<file path="config.mk">
export PLATFORM = sky130hd
export DESIGN_NAME = cod_decoder
export DESIGN_NICKNAME = d
export VERILOG_FILES = /design/src/cod_pkg.sv /design/src/cod_sync.sv /design/src/cod_fifo.sv /design/src/cod_decoder.sv
export VERILOG_INCLUDE_DIRS = /design/src /design/src/src
export SDC_FILE = /design/constraint.sdc
export NUM_CORES = 2
export LEC_CHECK = 0
export BUFFER_PORTS_ARGS = -buffer_cell sky130_fd_sc_hd__buf_4
export CORE_MARGIN = 5
export CORE_UTILIZATION = 50
export DETAILED_ROUTE_END_ITERATION = 6
export GPL_ROUTABILITY_DRIVEN = 0
export GPL_TIMING_DRIVEN = 0
export PLACE_DENSITY = 0.71
export SYNTH_ARGS = -nofsm -noshare
export SYNTH_HDL_FRONTEND = slang
export SYNTH_SLANG_ARGS = --single-unit
export TNS_END_PERCENT = 100
</file>
<file path="constraint.sdc">
create_clock -name mclk_i -period 13.4 [get_ports mclk_i]
set_input_delay 0.67 -clock mclk_i [delete_from_list [all_inputs] [get_ports mclk_i]]
set_output_delay 0.67 -clock mclk_i [all_outputs]
set_load 0.005 [all_outputs]
</file>
<file path="src/cod_cfg.svh">
`ifndef COD_CFG_SVH
`define COD_CFG_SVH
// Memory sizes and address counter width.
`define COD_TEXT_DEPTH 128
`define COD_GLYPH_DEPTH 64
`define COD_AC_W 7
`define COD_GLYPH_AW 6
// Transfer buffer shape: one entry is {select, direction, byte}.
`define COD_FIFO_DEPTH 16
`define COD_ENTRY_W 10
// Synchronised pins: serial clock, serial data, chip select, select, direction, enable, bus.
`define COD_SYNC_W 14
// Character written into every text cell by the blanking command.
`define COD_BLANK_CHAR 8'h20
// Longest allowed blanking time and the clock period, both in ns.
`define COD_CLR_MAX_NS 6200000
`define COD_CLK_NS 20
// Command opcode prefixes, compared against the top bits of the byte; the SUB values against the low two bits.
`define COD_OP_CLEAR 8'h01
`define COD_OP_HOME 7'h01
`define COD_OP_ENTRY 6'h01
`define COD_OP_DISP 5'h01
`define COD_OP_SHIFT 4'h1
`define COD_OP_FUNC 3'h1
`define COD_OP_GLYPH 2'h1
`define COD_SUB_MOVE 2'h0
`define COD_SUB_MODE 2'h3
// Field positions inside command bytes.
`define COD_B_ID 1
`define COD_B_S 0
`define COD_B_D 2
`define COD_B_C 1
`define COD_B_B 0
`define COD_B_SC 3
`define COD_B_RL 2
`define COD_B_GC 3
`define COD_B_PWR 2
`define COD_B_DL 4
`define COD_B_N 3
`define COD_B_F 2
`define COD_B_ADDR7 7
// Serial frame: select bit, direction bit, then eight data bits.
`define COD_SER_RWIDX 4'h1
`define COD_SER_LAST 4'h9
// Reset values of the settings, and the font table code of the western set.
`define COD_RST_IWIDTH 1'b1
`define COD_RST_INC 1'b1
`define COD_RST_FONT 2'h0
`define COD_FT_WESTERN 2'h1
`endif

</file>
<file path="src/cod_pkg.sv">
package cod_pkg;
  // Executor states.
  typedef enum logic {COD_IDLE, COD_CLEAR} cod_state_t;
  typedef logic [7:0] cod_byte_t;
endpackage

</file>
<file path="src/cod_sync.sv">
`timescale 1ns/1ps
module cod_sync #(
  parameter int W = 1
) (
  input wire logic mclk_i, // System clock.
  input wire logic rst_i, // Synchronous reset, active high.
  input wire logic [W-1:0] d_i, // Asynchronous inputs.
  output logic [W-1:0] q_o // Synchronised outputs.
);
  genvar g;
  // Two flip-flops per bit; only the second stage is visible outside.
  for (g = 0; g < W; g++) begin : g_bit
    logic meta;
    always_ff @(posedge mclk_i) begin
      if (rst_i) begin
        meta <= 1'b0;
        q_o[g] <= 1'b0;
      end else begin
        meta <= d_i[g];
        q_o[g] <= meta;
      end
    end
  end
endmodule

</file>
<file path="src/cod_fifo.sv">
`timescale 1ns/1ps
module cod_fifo #(
  parameter int WIDTH = 8,
  parameter int DEPTH = 16
) (
  input wire logic mclk_i, // System clock.
  input wire logic rst_i, // Synchronous reset, active high.
  input wire logic in_valid_i, // Write request.
  output logic in_ready_o, // Not full.
  input wire logic [WIDTH-1:0] in_data_i, // Write data.
  output logic out_valid_o, // Not empty.
  input wire logic out_ready_i, // Drain accepts the head entry.
  output logic [WIDTH-1:0] out_data_o // Head entry.
);
  localparam int AW = $clog2(DEPTH);
  logic [WIDTH-1:0] mem [DEPTH];
  logic [AW:0] wr_ptr;
  logic [AW:0] rd_ptr;
  logic push;
  logic pop;

  // Pointers carry one extra bit so full and empty are told apart.
  assign in_ready_o = (wr_ptr[AW] == rd_ptr[AW]) ||
                      (wr_ptr[AW-1:0] != rd_ptr[AW-1:0]);
  assign out_valid_o = (wr_ptr != rd_ptr);
  assign out_data_o = mem[rd_ptr[AW-1:0]];
  assign push = in_valid_i && in_ready_o;
  assign pop = out_valid_o && out_ready_i;

  // Pointer update.
  always_ff @(posedge mclk_i) begin
    if (rst_i) begin
      wr_ptr <= '0;
      rd_ptr <= '0;
    end else begin
      if (push) begin
        wr_ptr <= wr_ptr + 1'b1;
      end
      if (pop) begin
        rd_ptr <= rd_ptr + 1'b1;
      end
    end
  end

  // Storage has no reset; an entry is only read after it was written.
  always_ff @(posedge mclk_i) begin
    if (push) begin
      mem[wr_ptr[AW-1:0]] <= in_data_i;
    end
  end
endmodule

</file>
<file path="src/cod_decoder.sv">
`timescale 1ns/1ps
`include "cod_cfg.svh"
// How it works
// - Byte 01 blanks all text cells and zeroes the address, well inside 6.2ms.
// - Return home zeroes the address and display shift, text stays intact.
// - Entry mode stores direction and shift-on-access for later data accesses.
// - Display control stores display, cursor and blink enables.
// - Shift command with low bits 00 moves cursor or shifts display.
// - Shift command with low bits 11 sets graphic mode and internal power.
// - Function set stores width, line count, font size and font table.
// - Glyph address command loads six bits and targets glyph memory.
// - Text address command loads seven bits and targets text memory.
// - Status read returns busy on bit 7 and the address below it.
// - Data write stores into the last addressed memory at the address.
// - Data read returns the last addressed memory byte at the address.
// - While busy only the status read is served; the host polls busy.
// - Every data access steps the address up or down by one.
// - Font table value 01 selects the western European set.
module cod_decoder #(
  parameter int TEXT_DEPTH = `COD_TEXT_DEPTH,
  parameter int GLYPH_DEPTH = `COD_GLYPH_DEPTH,
  parameter int FIFO_DEPTH = `COD_FIFO_DEPTH
) (
  input wire logic mclk_i, // System clock, 50 MHz.
  input wire logic rst_i, // Synchronous reset, active high.
  input wire logic bus_style_i, // 0 enable strobe, 1 read/write strobes.
  input wire logic serial_mode_i, // 1 selects the serial link.
  input wire logic chip_select_n_i, // Chip select, active low.
  input wire logic register_select_i, // 0 command/status, 1 data.
  input wire logic enable_or_read_strobe_i, // Enable, or read strobe low.
  input wire logic rw_or_write_strobe_i, // Direction, or write strobe low.
  input wire logic [7:0] data_i, // Parallel bus input level.
  output logic [7:0] data_o, // Parallel bus drive value.
  output logic data_oe_o, // High while the bus is driven.
  input wire logic serial_clk_i, // Serial clock from the host.
  input wire logic serial_data_in_i, // Serial data from the host.
  output logic serial_data_out_o, // Serial read data.
  input wire logic [6:0] panel_addr_i, // Text cell wanted by the panel.
  output logic [7:0] panel_char_o, // Text cell contents.
  output logic busy_o, // Busy flag copy.
  output logic [6:0] address_counter_o, // Address counter.
  output logic glyph_target_o, // 1 when glyph memory is addressed.
  output logic [6:0] display_shift_o, // Display shift offset.
  output logic increment_direction_o, // 1 counts up.
  output logic shift_on_access_o, // Display shifts on data access.
  output logic display_on_o, // Display enable.
  output logic cursor_on_o, // Cursor enable.
  output logic cursor_blink_o, // Cursor blink enable.
  output logic graphic_char_select_o, // 1 graphic mode.
  output logic internal_power_on_o, // Internal power enable.
  output logic interface_width_o, // 1 eight-bit, 0 four-bit bus.
  output logic line_count_select_o, // Number of lines select.
  output logic font_size_select_o, // Font size select.
  output logic [1:0] font_table_select_o, // Font table select.
  output logic western_set_o // Western European set selected.
);
  localparam int CLR_LIMIT = `COD_CLR_MAX_NS / `COD_CLK_NS;
  localparam logic [6:0] CLR_LAST = 7'(TEXT_DEPTH - 1);

  cod_pkg::cod_byte_t text_mem [TEXT_DEPTH];
  cod_pkg::cod_byte_t glyph_mem [GLYPH_DEPTH];
  cod_pkg::cod_state_t state;
  logic [`COD_SYNC_W-1:0] sync;
  logic s_sclk, s_sdi, s_csn, s_rs, s_rw, s_e, pop, is_cmd, is_wr, is_rd;
  logic [7:0] s_d, so_sh, ev_byte, c, status_val;
  logic primed, p_e, p_rw, p_sclk, par_done, par_read, par_drive, nib_phase;
  logic [3:0] nib_hi, ser_cnt;
  logic [8:0] ser_sr;
  logic ev, ev_rs, ev_rw, busy_now, in_ready, out_valid, out_ready;
  logic [`COD_ENTRY_W-1:0] head;
  logic [6:0] clr_idx;
  cod_pkg::cod_byte_t read_latch;

  // A blanking pass of one cell per clock must fit the allowed time.
  if (TEXT_DEPTH > CLR_LIMIT) begin : g_too_deep
    $error("Text memory too deep to blank in time.");
  end
  // Every pin from the host passes two flip-flops first.
  cod_sync #(.W(`COD_SYNC_W)) u_sync (
    .mclk_i(mclk_i),
    .rst_i(rst_i),
    .d_i({serial_clk_i, serial_data_in_i, chip_select_n_i,
          register_select_i, rw_or_write_strobe_i,
          enable_or_read_strobe_i, data_i}),
    .q_o(sync)
  );
  assign {s_sclk, s_sdi, s_csn, s_rs, s_rw, s_e, s_d} = sync;

  // Previous strobe levels; edges count only once these hold real samples.
  always_ff @(posedge mclk_i) begin
    if (rst_i) begin
      primed <= 1'b0;
      p_e <= 1'b0;
      p_rw <= 1'b0;
      p_sclk <= 1'b0;
    end else begin
      primed <= 1'b1;
      p_e <= s_e;
      p_rw <= s_rw;
      p_sclk <= s_sclk;
    end
  end

  // Parallel transfer end and read drive window for the two strobe styles.
  always_comb begin
    if (bus_style_i) begin
      par_done = primed && !s_csn && ((!p_rw && s_rw) || (!p_e && s_e));
      par_read = !p_e && s_e;
      par_drive = !s_csn && !s_e;
    end else begin
      par_done = primed && !s_csn && p_e && !s_e;
      par_read = s_rw;
      par_drive = !s_csn && s_e && s_rw;
    end
  end

  // Status byte seen by the host: busy on top, address below.
  assign busy_now = (state == cod_pkg::COD_CLEAR) || !in_ready;
  assign status_val = {busy_now, address_counter_o};

  // Nibble pairing in four-bit mode: high nibble first on the top lines.
  always_ff @(posedge mclk_i) begin
    if (rst_i || serial_mode_i || interface_width_o) begin
      nib_phase <= 1'b0;
      nib_hi <= 4'h0;
    end else if (par_done) begin
      nib_phase <= !nib_phase;
      nib_hi <= s_d[7:4];
    end
  end

  // Serial frame shifter; chip select high aborts a partial frame.
  always_ff @(posedge mclk_i) begin
    if (rst_i || s_csn || !serial_mode_i) begin
      ser_cnt <= 4'h0;
      ser_sr <= 9'h000;
      so_sh <= 8'h00;
      serial_data_out_o <= 1'b0;
    end else if (primed && s_sclk && !p_sclk) begin
      ser_sr <= {ser_sr[7:0], s_sdi};
      ser_cnt <= (ser_cnt == `COD_SER_LAST) ? 4'h0 : ser_cnt + 4'h1;
      if (ser_cnt == `COD_SER_RWIDX && s_sdi) begin
        so_sh <= ser_sr[0] ? read_latch : status_val;
        serial_data_out_o <= ser_sr[0] ? read_latch[7] : status_val[7];
      end else begin
        so_sh <= {so_sh[6:0], 1'b0};
        serial_data_out_o <= so_sh[6];
      end
    end
  end

  // One completed transfer from whichever link is active.
  always_comb begin
    if (serial_mode_i) begin
      ev = primed && !s_csn && s_sclk && !p_sclk &&
           (ser_cnt == `COD_SER_LAST);
      ev_rs = ser_sr[8];
      ev_rw = ser_sr[7];
      ev_byte = {ser_sr[6:0], s_sdi};
    end else begin
      ev = par_done && (interface_width_o || nib_phase);
      ev_rs = s_rs;
      ev_rw = par_read;
      ev_byte = interface_width_o ? s_d : {nib_hi, s_d[7:4]};
    end
  end

  // Parallel read data; the latch is valid at the start of the cycle.
  always_ff @(posedge mclk_i) begin
    if (rst_i) begin
      data_o <= 8'h00;
      data_oe_o <= 1'b0;
    end else begin
      data_oe_o <= par_drive && !serial_mode_i;
      if (!interface_width_o && nib_phase) begin
        data_o <= {(s_rs ? read_latch[3:0] : status_val[3:0]), 4'h0};
      end else begin
        data_o <= s_rs ? read_latch : status_val;
      end
    end
  end

  // Status reads are answered at the pins and never queued.
  cod_fifo #(.WIDTH(`COD_ENTRY_W), .DEPTH(FIFO_DEPTH)) u_fifo (
    .mclk_i(mclk_i),
    .rst_i(rst_i),
    .in_valid_i(ev && (ev_rs || !ev_rw) && !busy_now),
    .in_ready_o(in_ready),
    .in_data_i({ev_rs, ev_rw, ev_byte}),
    .out_valid_o(out_valid),
    .out_ready_i(out_ready),
    .out_data_o(head)
  );

  // Execution decode; the drain stalls while blanking runs.
  assign out_ready = (state == cod_pkg::COD_IDLE);
  assign pop = out_valid && out_ready;
  assign c = head[7:0];
  assign is_cmd = pop && !head[9] && !head[8];
  assign is_wr = pop && head[9] && !head[8];
  assign is_rd = pop && head[9] && head[8];

  // Blanking sequencer, one cell per clock.
  always_ff @(posedge mclk_i) begin
    if (rst_i) begin
      state <= cod_pkg::COD_IDLE;
      clr_idx <= 7'h00;
    end else begin
      unique case (state)
        cod_pkg::COD_IDLE: begin
          clr_idx <= 7'h00;
          if (is_cmd && c == `COD_OP_CLEAR) begin
            state <= cod_pkg::COD_CLEAR;
          end
        end
        cod_pkg::COD_CLEAR: begin
          clr_idx <= clr_idx + 7'h01;
          if (clr_idx == CLR_LAST) begin
            state <= cod_pkg::COD_IDLE;
          end
        end
      endcase
    end
  end

  // Memory writes: blanking, or data into the memory last addressed.
  always_ff @(posedge mclk_i) begin
    if (state == cod_pkg::COD_CLEAR) begin
      text_mem[clr_idx] <= `COD_BLANK_CHAR;
    end else if (is_wr && !glyph_target_o) begin
      text_mem[address_counter_o] <= c;
    end
    if (is_wr && glyph_target_o) begin
      glyph_mem[address_counter_o[`COD_GLYPH_AW-1:0]] <= c;
    end
  end

  // Prefetch so a read answers in the same strobe it is asked.
  always_ff @(posedge mclk_i) begin
    read_latch <= glyph_target_o ?
      glyph_mem[address_counter_o[`COD_GLYPH_AW-1:0]] :
      text_mem[address_counter_o];
    panel_char_o <= text_mem[panel_addr_i];
  end

  // Address counter, memory target and display shift.
  always_ff @(posedge mclk_i) begin
    if (rst_i) begin
      address_counter_o <= 7'h00;
      glyph_target_o <= 1'b0;
      display_shift_o <= 7'h00;
    end else if (is_cmd && (c == `COD_OP_CLEAR ||
                 c[7:1] == `COD_OP_HOME)) begin
      address_counter_o <= 7'h00;
      glyph_target_o <= 1'b0;
      display_shift_o <= 7'h00;
    end else if (is_cmd && c[`COD_B_ADDR7]) begin
      address_counter_o <= c[6:0];
      glyph_target_o <= 1'b0;
    end else if (is_cmd && c[7:6] == `COD_OP_GLYPH) begin
      address_counter_o <= {1'b0, c[5:0]};
      glyph_target_o <= 1'b1;
    end else if (is_cmd && c[7:4] == `COD_OP_SHIFT &&
                 c[1:0] == `COD_SUB_MOVE) begin
      if (c[`COD_B_SC]) begin
        display_shift_o <= c[`COD_B_RL] ? display_shift_o + 7'h01 :
                           display_shift_o - 7'h01;
      end else begin
        address_counter_o <= c[`COD_B_RL] ? address_counter_o + 7'h01 :
                             address_counter_o - 7'h01;
      end
    end else if (is_wr || is_rd) begin
      // Glyph addressing wraps inside its six-bit space.
      address_counter_o <= increment_direction_o ?
        address_counter_o + 7'h01 : address_counter_o - 7'h01;
      if (glyph_target_o) begin
        address_counter_o[`COD_AC_W-1] <= 1'b0;
      end
      if (shift_on_access_o) begin
        display_shift_o <= increment_direction_o ? display_shift_o - 7'h01
                           : display_shift_o + 7'h01;
      end
    end
  end

  // Settings registers; a clear also restores upward counting.
  always_ff @(posedge mclk_i) begin
    if (rst_i) begin
      increment_direction_o <= `COD_RST_INC;
      shift_on_access_o <= 1'b0;
      display_on_o <= 1'b0;
      cursor_on_o <= 1'b0;
      cursor_blink_o <= 1'b0;
      graphic_char_select_o <= 1'b0;
      internal_power_on_o <= 1'b0;
      interface_width_o <= `COD_RST_IWIDTH;
      line_count_select_o <= 1'b0;
      font_size_select_o <= 1'b0;
      font_table_select_o <= `COD_RST_FONT;
    end else if (is_cmd) begin
      if (c == `COD_OP_CLEAR) begin
        increment_direction_o <= `COD_RST_INC;
      end
      if (c[7:2] == `COD_OP_ENTRY) begin
        increment_direction_o <= c[`COD_B_ID];
        shift_on_access_o <= c[`COD_B_S];
      end
      if (c[7:3] == `COD_OP_DISP) begin
        display_on_o <= c[`COD_B_D];
        cursor_on_o <= c[`COD_B_C];
        cursor_blink_o <= c[`COD_B_B];
      end
      if (c[7:4] == `COD_OP_SHIFT && c[1:0] == `COD_SUB_MODE) begin
        graphic_char_select_o <= c[`COD_B_GC];
        internal_power_on_o <= c[`COD_B_PWR];
      end
      if (c[7:5] == `COD_OP_FUNC) begin
        interface_width_o <= c[`COD_B_DL];
        line_count_select_o <= c[`COD_B_N];
        font_size_select_o <= c[`COD_B_F];
        font_table_select_o <= c[1:0];
      end
    end
  end

  // Character set decode and busy copy for the panel side.
  always_ff @(posedge mclk_i) begin
    if (rst_i) begin
      western_set_o <= 1'b0;
      busy_o <= 1'b0;
    end else begin
      western_set_o <= (font_table_select_o == `COD_FT_WESTERN);
      busy_o <= busy_now;
    end
  end
endmodule

</file>
# Word-level counts from Yosys, hierarchy flattened
# Memory sizes are Yosys's and may differ from the RTL's. A register that Yosys moved wholly into a read port is not among the register bits.
# Index checks and enable logic that the tools add are counted.
[word_totals]
output_inout_bits = 47
latch_bits = 0
ramBits = 1696
n_memories = 3
reg_bits = 122
input_bits = 25
word_cells = 226
rom_bits = 0
[memory_table]
columns = ["memory", "words", "word_bits", "rd", "rd_ports_with_merged_regs", "write_ports", "line_no", "text"]
rows = [
  ["text_mem", 128, 8, 2, 2, 1, "cod_decoder.sv:60", "cod_pkg::cod_byte_t text_mem [TEXT_DEPTH];"],
  ["glyph_mem", 64, 8, 1, 1, 1, "cod_decoder.sv:61", "cod_pkg::cod_byte_t glyph_mem [GLYPH_DEPTH];"],
  ["u_fifo.mem", 16, 10, 1, 1, 1, "cod_fifo.sv:16", "logic [WIDTH-1:0] mem [DEPTH];"],
]
[classes]
n_lt_le_gt_ge = 0
n_addsub = 8
div_mod_pow = 0
n_eq_ne = 17
reduce_logical = 77
n_bitwise = 3
n_mul = 0
shift = 0
muxes = 56
[ops]
columns = ["operator", "n"]
rows = [
  ["$mux 7", 18],
  ["$mux 8", 6],
  ["$logic_and 1x1->1", 36],
  ["$mux 1", 24],
  ["$add 7x1->7 const B", 3],
  ["$mux 4", 4],
  ["$logic_not 1->1", 14],
  ["$pmux 7 s2", 1],
  ["$sub 7x1->7 const B", 2],
  ["$mux 6", 2],
  ["$reduce_and 2->1", 6],
  ["$logic_or 1x1->1", 11],
  ["$add 5x1->5 const B", 2],
  ["$eq 4x1->1 const B", 2],
  ["$eq 8x1->1 const B", 1],
  ["$reduce_or 8->1", 1],
  ["$eq 7x1->1 const B", 1],
  ["$eq 7x7->1 const B", 1],
  ["$eq 6x1->1 const B", 1],
  ["$reduce_bool 2->1", 3],
  ["$eq 5x1->1 const B", 1],
  ["$ne 5x5->1", 1],
  ["$reduce_and 5->1", 1],
  ["$add 4x1->4 const B", 1],
  ["14 further kinds", 18],
]

# Logic depth before layout (Yosys ltp)
[logic_depth]
depth_word = 12
depth_mapped = 13
ltp_nobuf = 9

# By module
# A second synthesis with hierarchy kept.
[hier_totals]
cells_unflattened = 4065
area_unflattened_um2 = 79884.1
[by_module_without_submodules]
columns = ["mod", "cells_each", "seq_area_each_um2", "area_each_um2", "instances"]
rows = [
  ["cod_decoder", 3680, 48106.1, 72050.4, 1],
  ["cod_fifo", 327, 5084.9, 7055.5, 1],
  ["cod_sync", 58, 560.5, 778.2, 1],
]

# Worst setup path after synthesis
# Ideal clock, no wire load.
[synth_path]
path_type = "register to register"
from = "register with a tool-made name"
to = "memory text_mem[0][0] (netlist bit), data pin"
slack_ps = 7104
path_stages_with_launch = 8
t_arrival_ps = 5405
path_buffers = 2
cell_sequence = "dfxtp_1 -> buf_6 -> mux4_1 -> nand2_1 -> and4_1 -> nand4_1 -> clkbuf_1 -> a21oi_1"
[synth_lines]
columns = ["element", "line_no"]
rows = [
  ["end, declared", "cod_decoder.sv:60"],
]

==> Implementation_results.wiki <==
{| class="wikitable"
! Metric !! Value
|-
| RSZ-0062 raised after global routing || false
|-
| First-pass detailed-route iteration total || 5
|-
| Element type at the critical path end || register
|-
| Fraction of the mapped netlist area in compound gates || 1.31%
|-
| Number of clock sinks || 1,837
|-
| Crit path setup slack, layout || 7.26 ns
|-
| Source-to-sink clock delay at the later pin of the worst-skew pair || 0.84 ns
|-
| Relative slew slack || -9.91%
|-
| Post-Route Skew || 0.0400 ns
|-
| #FFs+latches synth || about 1,800
|-
| Buffers inserted by post-CTS timing repair || 0
|-
| Fraction of the mapped netlist area in adder cells || 0.158%
|-
| Average cell area after synthesis || approximately 21 um2
|-
| Top routing layer in use || met5
|-
| Min Tclk post-route || 6.14 ns
|-
| Commonest register cell after synthesis || sky130_fd_sc_hd__edfxtp_1
|-
| Leading area contributor after synthesis || sky130_fd_sc_hd__edfxtp_1
|-
| Number of buffers added by the clock tree synthesis step || between 150 and 200
|-
| Total Nets Final || ~4,100
|-
| Clock transition time at the flip-flop clock pins of the worst setup and hold paths || about 0.060 ns
|-
| M1 WL || between 70 and 80 mm
|-
| Initial standard-cell utilization of the core || around 50%
|-
| Mapped Nets || 3,853
|-
| Number of distinct standard cells referenced by the synthesized netlist || 78
|-
| Total overflow reported by the global router || 0
|-
| Instance count along the most critical hold path || 2
|-
| DPL Wire Length || 154 mm
|-
| PostCTS Resize Cnt || 0
|-
| Filler cell count in the final layout || roughly 12,000
|-
| Starting DRC count in detailed routing || 6,200
|-
| Delay contributed by the slowest stage of the critical path || about 1.3 ns
|-
| Wire length of the first global-routing pass || 310 mm
|-
| Combinational family with the most area after synthesis || multiplexers
|-
| Xor-xnor portion of the synthesized cell area || 0.375%
|-
| Number of hold buffers added after CTS || 0
|-
| Worst endpoint data arrival time || 6.54 ns
|-
| Length of routed met3 wiring || 26.4 mm
|-
| Via count || ~43,000
|-
| Worst-path maximum fanout || 10
|-
| Mapped cell area || 79,400 um2
|-
| Switching power || around 4000 uW
|-
| Synthesized instance count || roughly 3,800
|-
| Initial antenna violation count || 16
|-
| Fraction of final layout cells with drive strength greater than 1 || 31.2%
|-
| Share of power burned in the clock network || 35.6%
|-
| Sequential power share || about 44%
|-
| Class of the tightest hold or removal check || primary input to register
|-
| CP startpoint kind || register
|-
| Synth async-reset ratio || 0%
|-
| Period Utilization, post-route || 45.8%
|-
| Area growth, synth to finish || 12.7%
|-
| DRC viols || 0
|-
| Maximum VDD drop || 0.000110 V
|-
| Maximum clock rate || about 160 MHz
|-
| Pin count of the biggest net entering global routing || 93
|-
| Number of nets with antenna violations after routing || 0
|-
| Path depth of the worst reg2reg path || 10
|-
| Pins over their slew limit || 64
|-
| Logic pwr share || 20.7%
|-
| Critical path cell sequence || buf_6 -> mux4_1 -> nand2_1 -> nand4_1 -> nand4_1 -> clkbuf_1 -> nor2_1 -> a21oi_1 -> clkbuf_1 -> nor2_1
|-
| Post-synthesis simple-gate area fraction || 3.20%
|-
| Outcome || complete, but fails checks
|-
| Routed WL per cell || between 30 and 40 um
|-
| Core region area || 158,000 um2
|-
| Slowest cell on crit path || sky130_fd_sc_hd__a21oi_1
|-
| Chip Height || about 410 um
|-
| Clock tree from TritonCTS || done
|-
| DIE AREA || between 150,000 and 200,000 um2
|-
| Worst EP required || 13.80 ns
|-
| Area occupied by multi-input gates || 24,700 um2
|-
| Violations in the final reports || capacitance limit, slew limit
|-
| Clock tree buffer depth || 3
|-
| Internal Dissipation || 10,800 uW
|-
| Die X-Extent || 409 um
|-
| Accumulated negative setup slack || 0 ns
|-
| Least-Margin Pin Slew || between 1.5 and 2 ns
|-
| Hold violation count in the final report || 0
|-
| Number of enable flip-flop cells after synthesis || 1,696
|-
| GRT Resource Usage Total || 26.1%
|-
| Placement-stage worst setup slack || 7.68 ns
|-
| Detail-routed via count per cell || 6.74
|-
| Kind of critical path || register to register
|-
| Count of warnings emitted by yosys || 0
|-
| Multiplexer share of the synthesized area || 25.8%
|-
| Port Buffers || 64
|-
| Row cnt || around 150
|-
| Setup violation total in the final timing report || 0
|-
| Ranking of synthesized cells by area || sky130_fd_sc_hd__edfxtp_1 64%, sky130_fd_sc_hd__mux4_2 25%, sky130_fd_sc_hd__dfxtp_1 3.6%, sky130_fd_sc_hd__nor2_1 1.4%, sky130_fd_sc_hd__clkbuf_1 0.79%
|-
| Reg area || 53,800 um2
|-
| MaxCap Viol Count || 8
|-
| Vias in the first global route || roughly 42,000
|-
| Area share of the largest cell type after synthesis || 64.1%
|-
| Power density over the cells || 167 nW/um2
|-
| Leakage power of the design || 0.0268 uW
|-
| Clock Tree Root || sky130_fd_sc_hd__clkbuf_16
|-
| Net switching share of the total power || 27.4%
|-
| List of most frequent post-synthesis cells || 1,696 x sky130_fd_sc_hd__edfxtp_1, 875 x sky130_fd_sc_hd__mux4_2, 293 x sky130_fd_sc_hd__nor2_1
|-
| Most numerous cell in the Yosys netlist || sky130_fd_sc_hd__edfxtp_1
|-
| Overall routed net length || around 220 mm
|-
| Sequential area share after synthesis || 67.7%
|-
| Number of primary I/O pins || 72
|-
| Met2 Wirelength || 104 mm
|-
| CTS H-tree lvls || 4
|}
-- power groups by stage --
stage | Clock, uW | Combinational, uW | Sequential [uW]
floorplan | 0 | 1870 | 6660
global placement | 0 | 2940 | 6710
detailed placement | 0 | 3040 | 6660
CTS | 5340 | 3050 | 6530
global route | 5600 | 3200 | 6530
finish | 5310 | 3100 | 6530
-- path summary, 6_finish.rpt --
check | slack [ns] | start | to
setup / recovery | 7.26 | register | text_mem[47][0]
hold / removal | 0.07 | data_i[7] | u_sync.g_bit[7].meta
setup reg to reg | 7.26 | register | text_mem[47][0]
hold reg to reg | 0.44 | u_sync.g_bit[10].meta | u_sync.q_o[10]
-- worst max-delay path, delay by kind of cell (launching register included) --
family | cells | cell delay, ns
buffers and inverters | 3 | 1.79
AND/OR/NAND/NOR | 5 | 1.57
flip-flops | 1 | 0.43
multiplexers | 1 | 0.63
AO/OA/AOI/OAI | 1 | 1.25
-- metal layers --
metal	global-route usage (%)	vias up
met3	7.10	409
met5	0	-
met4	8.54	8
li1	-	16800
met2	40.8	2839
met1	36.2	22600
-- state kept, by name (all words and copies together), names as in the netlist, 8 cells and up, named ones only --
register           count
u_fifo.mem           160
text_mem            1024
u_sync.q_o            14
glyph_mem            512
read_latch             8
ser_sr                 9
u_sync.g_bit.meta     14
data_o                 8
panel_char_o           8
-- cell families (layout without fill, tap and decap cells) --
kind of cell | Yosys count | count (layout)
xor gates and xnor gates | 34 | 34
DFF | 1837 | 1837
buffers and inverters | 283 | 725
muxes | 944 | 944
and+or+nand+nor | 558 | 558
AOI/OAI and AO/OA | 152 | 152
other | 0 | 2
adders and majority gates | 10 | 10
-- area by class of cell --
cell class	count	share of cell area, %
Tap cell	2072	2.90
Sequential cell	1837	60.1
Clock buffer	218	5.37
Clock inverter	126	1.57
Buffer	261	1.19
Inverter	22	0.0923
Multi-Input combinational cell	1698	27.6
Antenna cell	2	0.00559
Timing Repair Buffer	98	1.23
-- placed cells by master (no fill, tap or decap), types with 7 or more instances in the layout --
cell | synthesis | routed
sky130_fd_sc_hd__inv_1 | 19 | 19
sky130_fd_sc_hd__nor4_1 | 8 | 8
sky130_fd_sc_hd__a21oi_1 | 41 | 38
sky130_fd_sc_hd__o21ai_0 | 25 | 18
sky130_fd_sc_hd__buf_16 | 0 | 8
sky130_fd_sc_hd__buf_12 | 1 | 14
sky130_fd_sc_hd__nor2b_1 | 44 | 44
sky130_fd_sc_hd__xor2_1 | 17 | 17
sky130_fd_sc_hd__clkinv_2 | 0 | 27
sky130_fd_sc_hd__or3_1 | 7 | 7
sky130_fd_sc_hd__xnor2_1 | 17 | 17
sky130_fd_sc_hd__bufinv_16 | 0 | 26
sky130_fd_sc_hd__ha_1 | 10 | 10
sky130_fd_sc_hd__mux2_2 | 11 | 11
sky130_fd_sc_hd__clkinvlp_4 | 0 | 8
sky130_fd_sc_hd__mux4_2 | 875 | 873
sky130_fd_sc_hd__clkbuf_16 | 0 | 186
sky130_fd_sc_hd__o21ai_1 | 4 | 10
sky130_fd_sc_hd__clkbuf_1 | 168 | 196
sky130_fd_sc_hd__buf_4 | 6 | 75
sky130_fd_sc_hd__nor3_1 | 20 | 16
sky130_fd_sc_hd__buf_6 | 3 | 8
sky130_fd_sc_hd__nand3_1 | 26 | 25
sky130_fd_sc_hd__buf_2 | 8 | 10
sky130_fd_sc_hd__o211ai_1 | 10 | 10
sky130_fd_sc_hd__nor2_1 | 293 | 289
sky130_fd_sc_hd__clkinv_1 | 2 | 47
sky130_fd_sc_hd__mux2i_1 | 52 | 52
sky130_fd_sc_hd__nand2b_1 | 19 | 18
sky130_fd_sc_hd__nand4_1 | 9 | 9
sky130_fd_sc_hd__dfxtp_1 | 141 | 141
sky130_fd_sc_hd__edfxtp_1 | 1696 | 1696
sky130_fd_sc_hd__buf_1 | 74 | 72
sky130_fd_sc_hd__a31oi_1 | 28 | 22
sky130_fd_sc_hd__inv_6 | 0 | 7
sky130_fd_sc_hd__nand2_1 | 96 | 95
-- per-stage QoR --
stage          instance area [um2]  instances  total power [uW]  hold WS, ns  utilization, %
6_report                     89500       6334             14900       0.0695            56.6
5_1_grt                      89500       6332             15300       0.0477            56.6
2_1_floorplan                79400       3818              8530        0.414               -
4_1_cts                      89400       6329             14900       0.0193            56.5
3_5_place_dp                 83200       5985              9700        0.427            52.6
3_3_place_gp                 82500       5954              9640        0.426            52.1
Note: power is estimated with default switching activity, not from simulation.
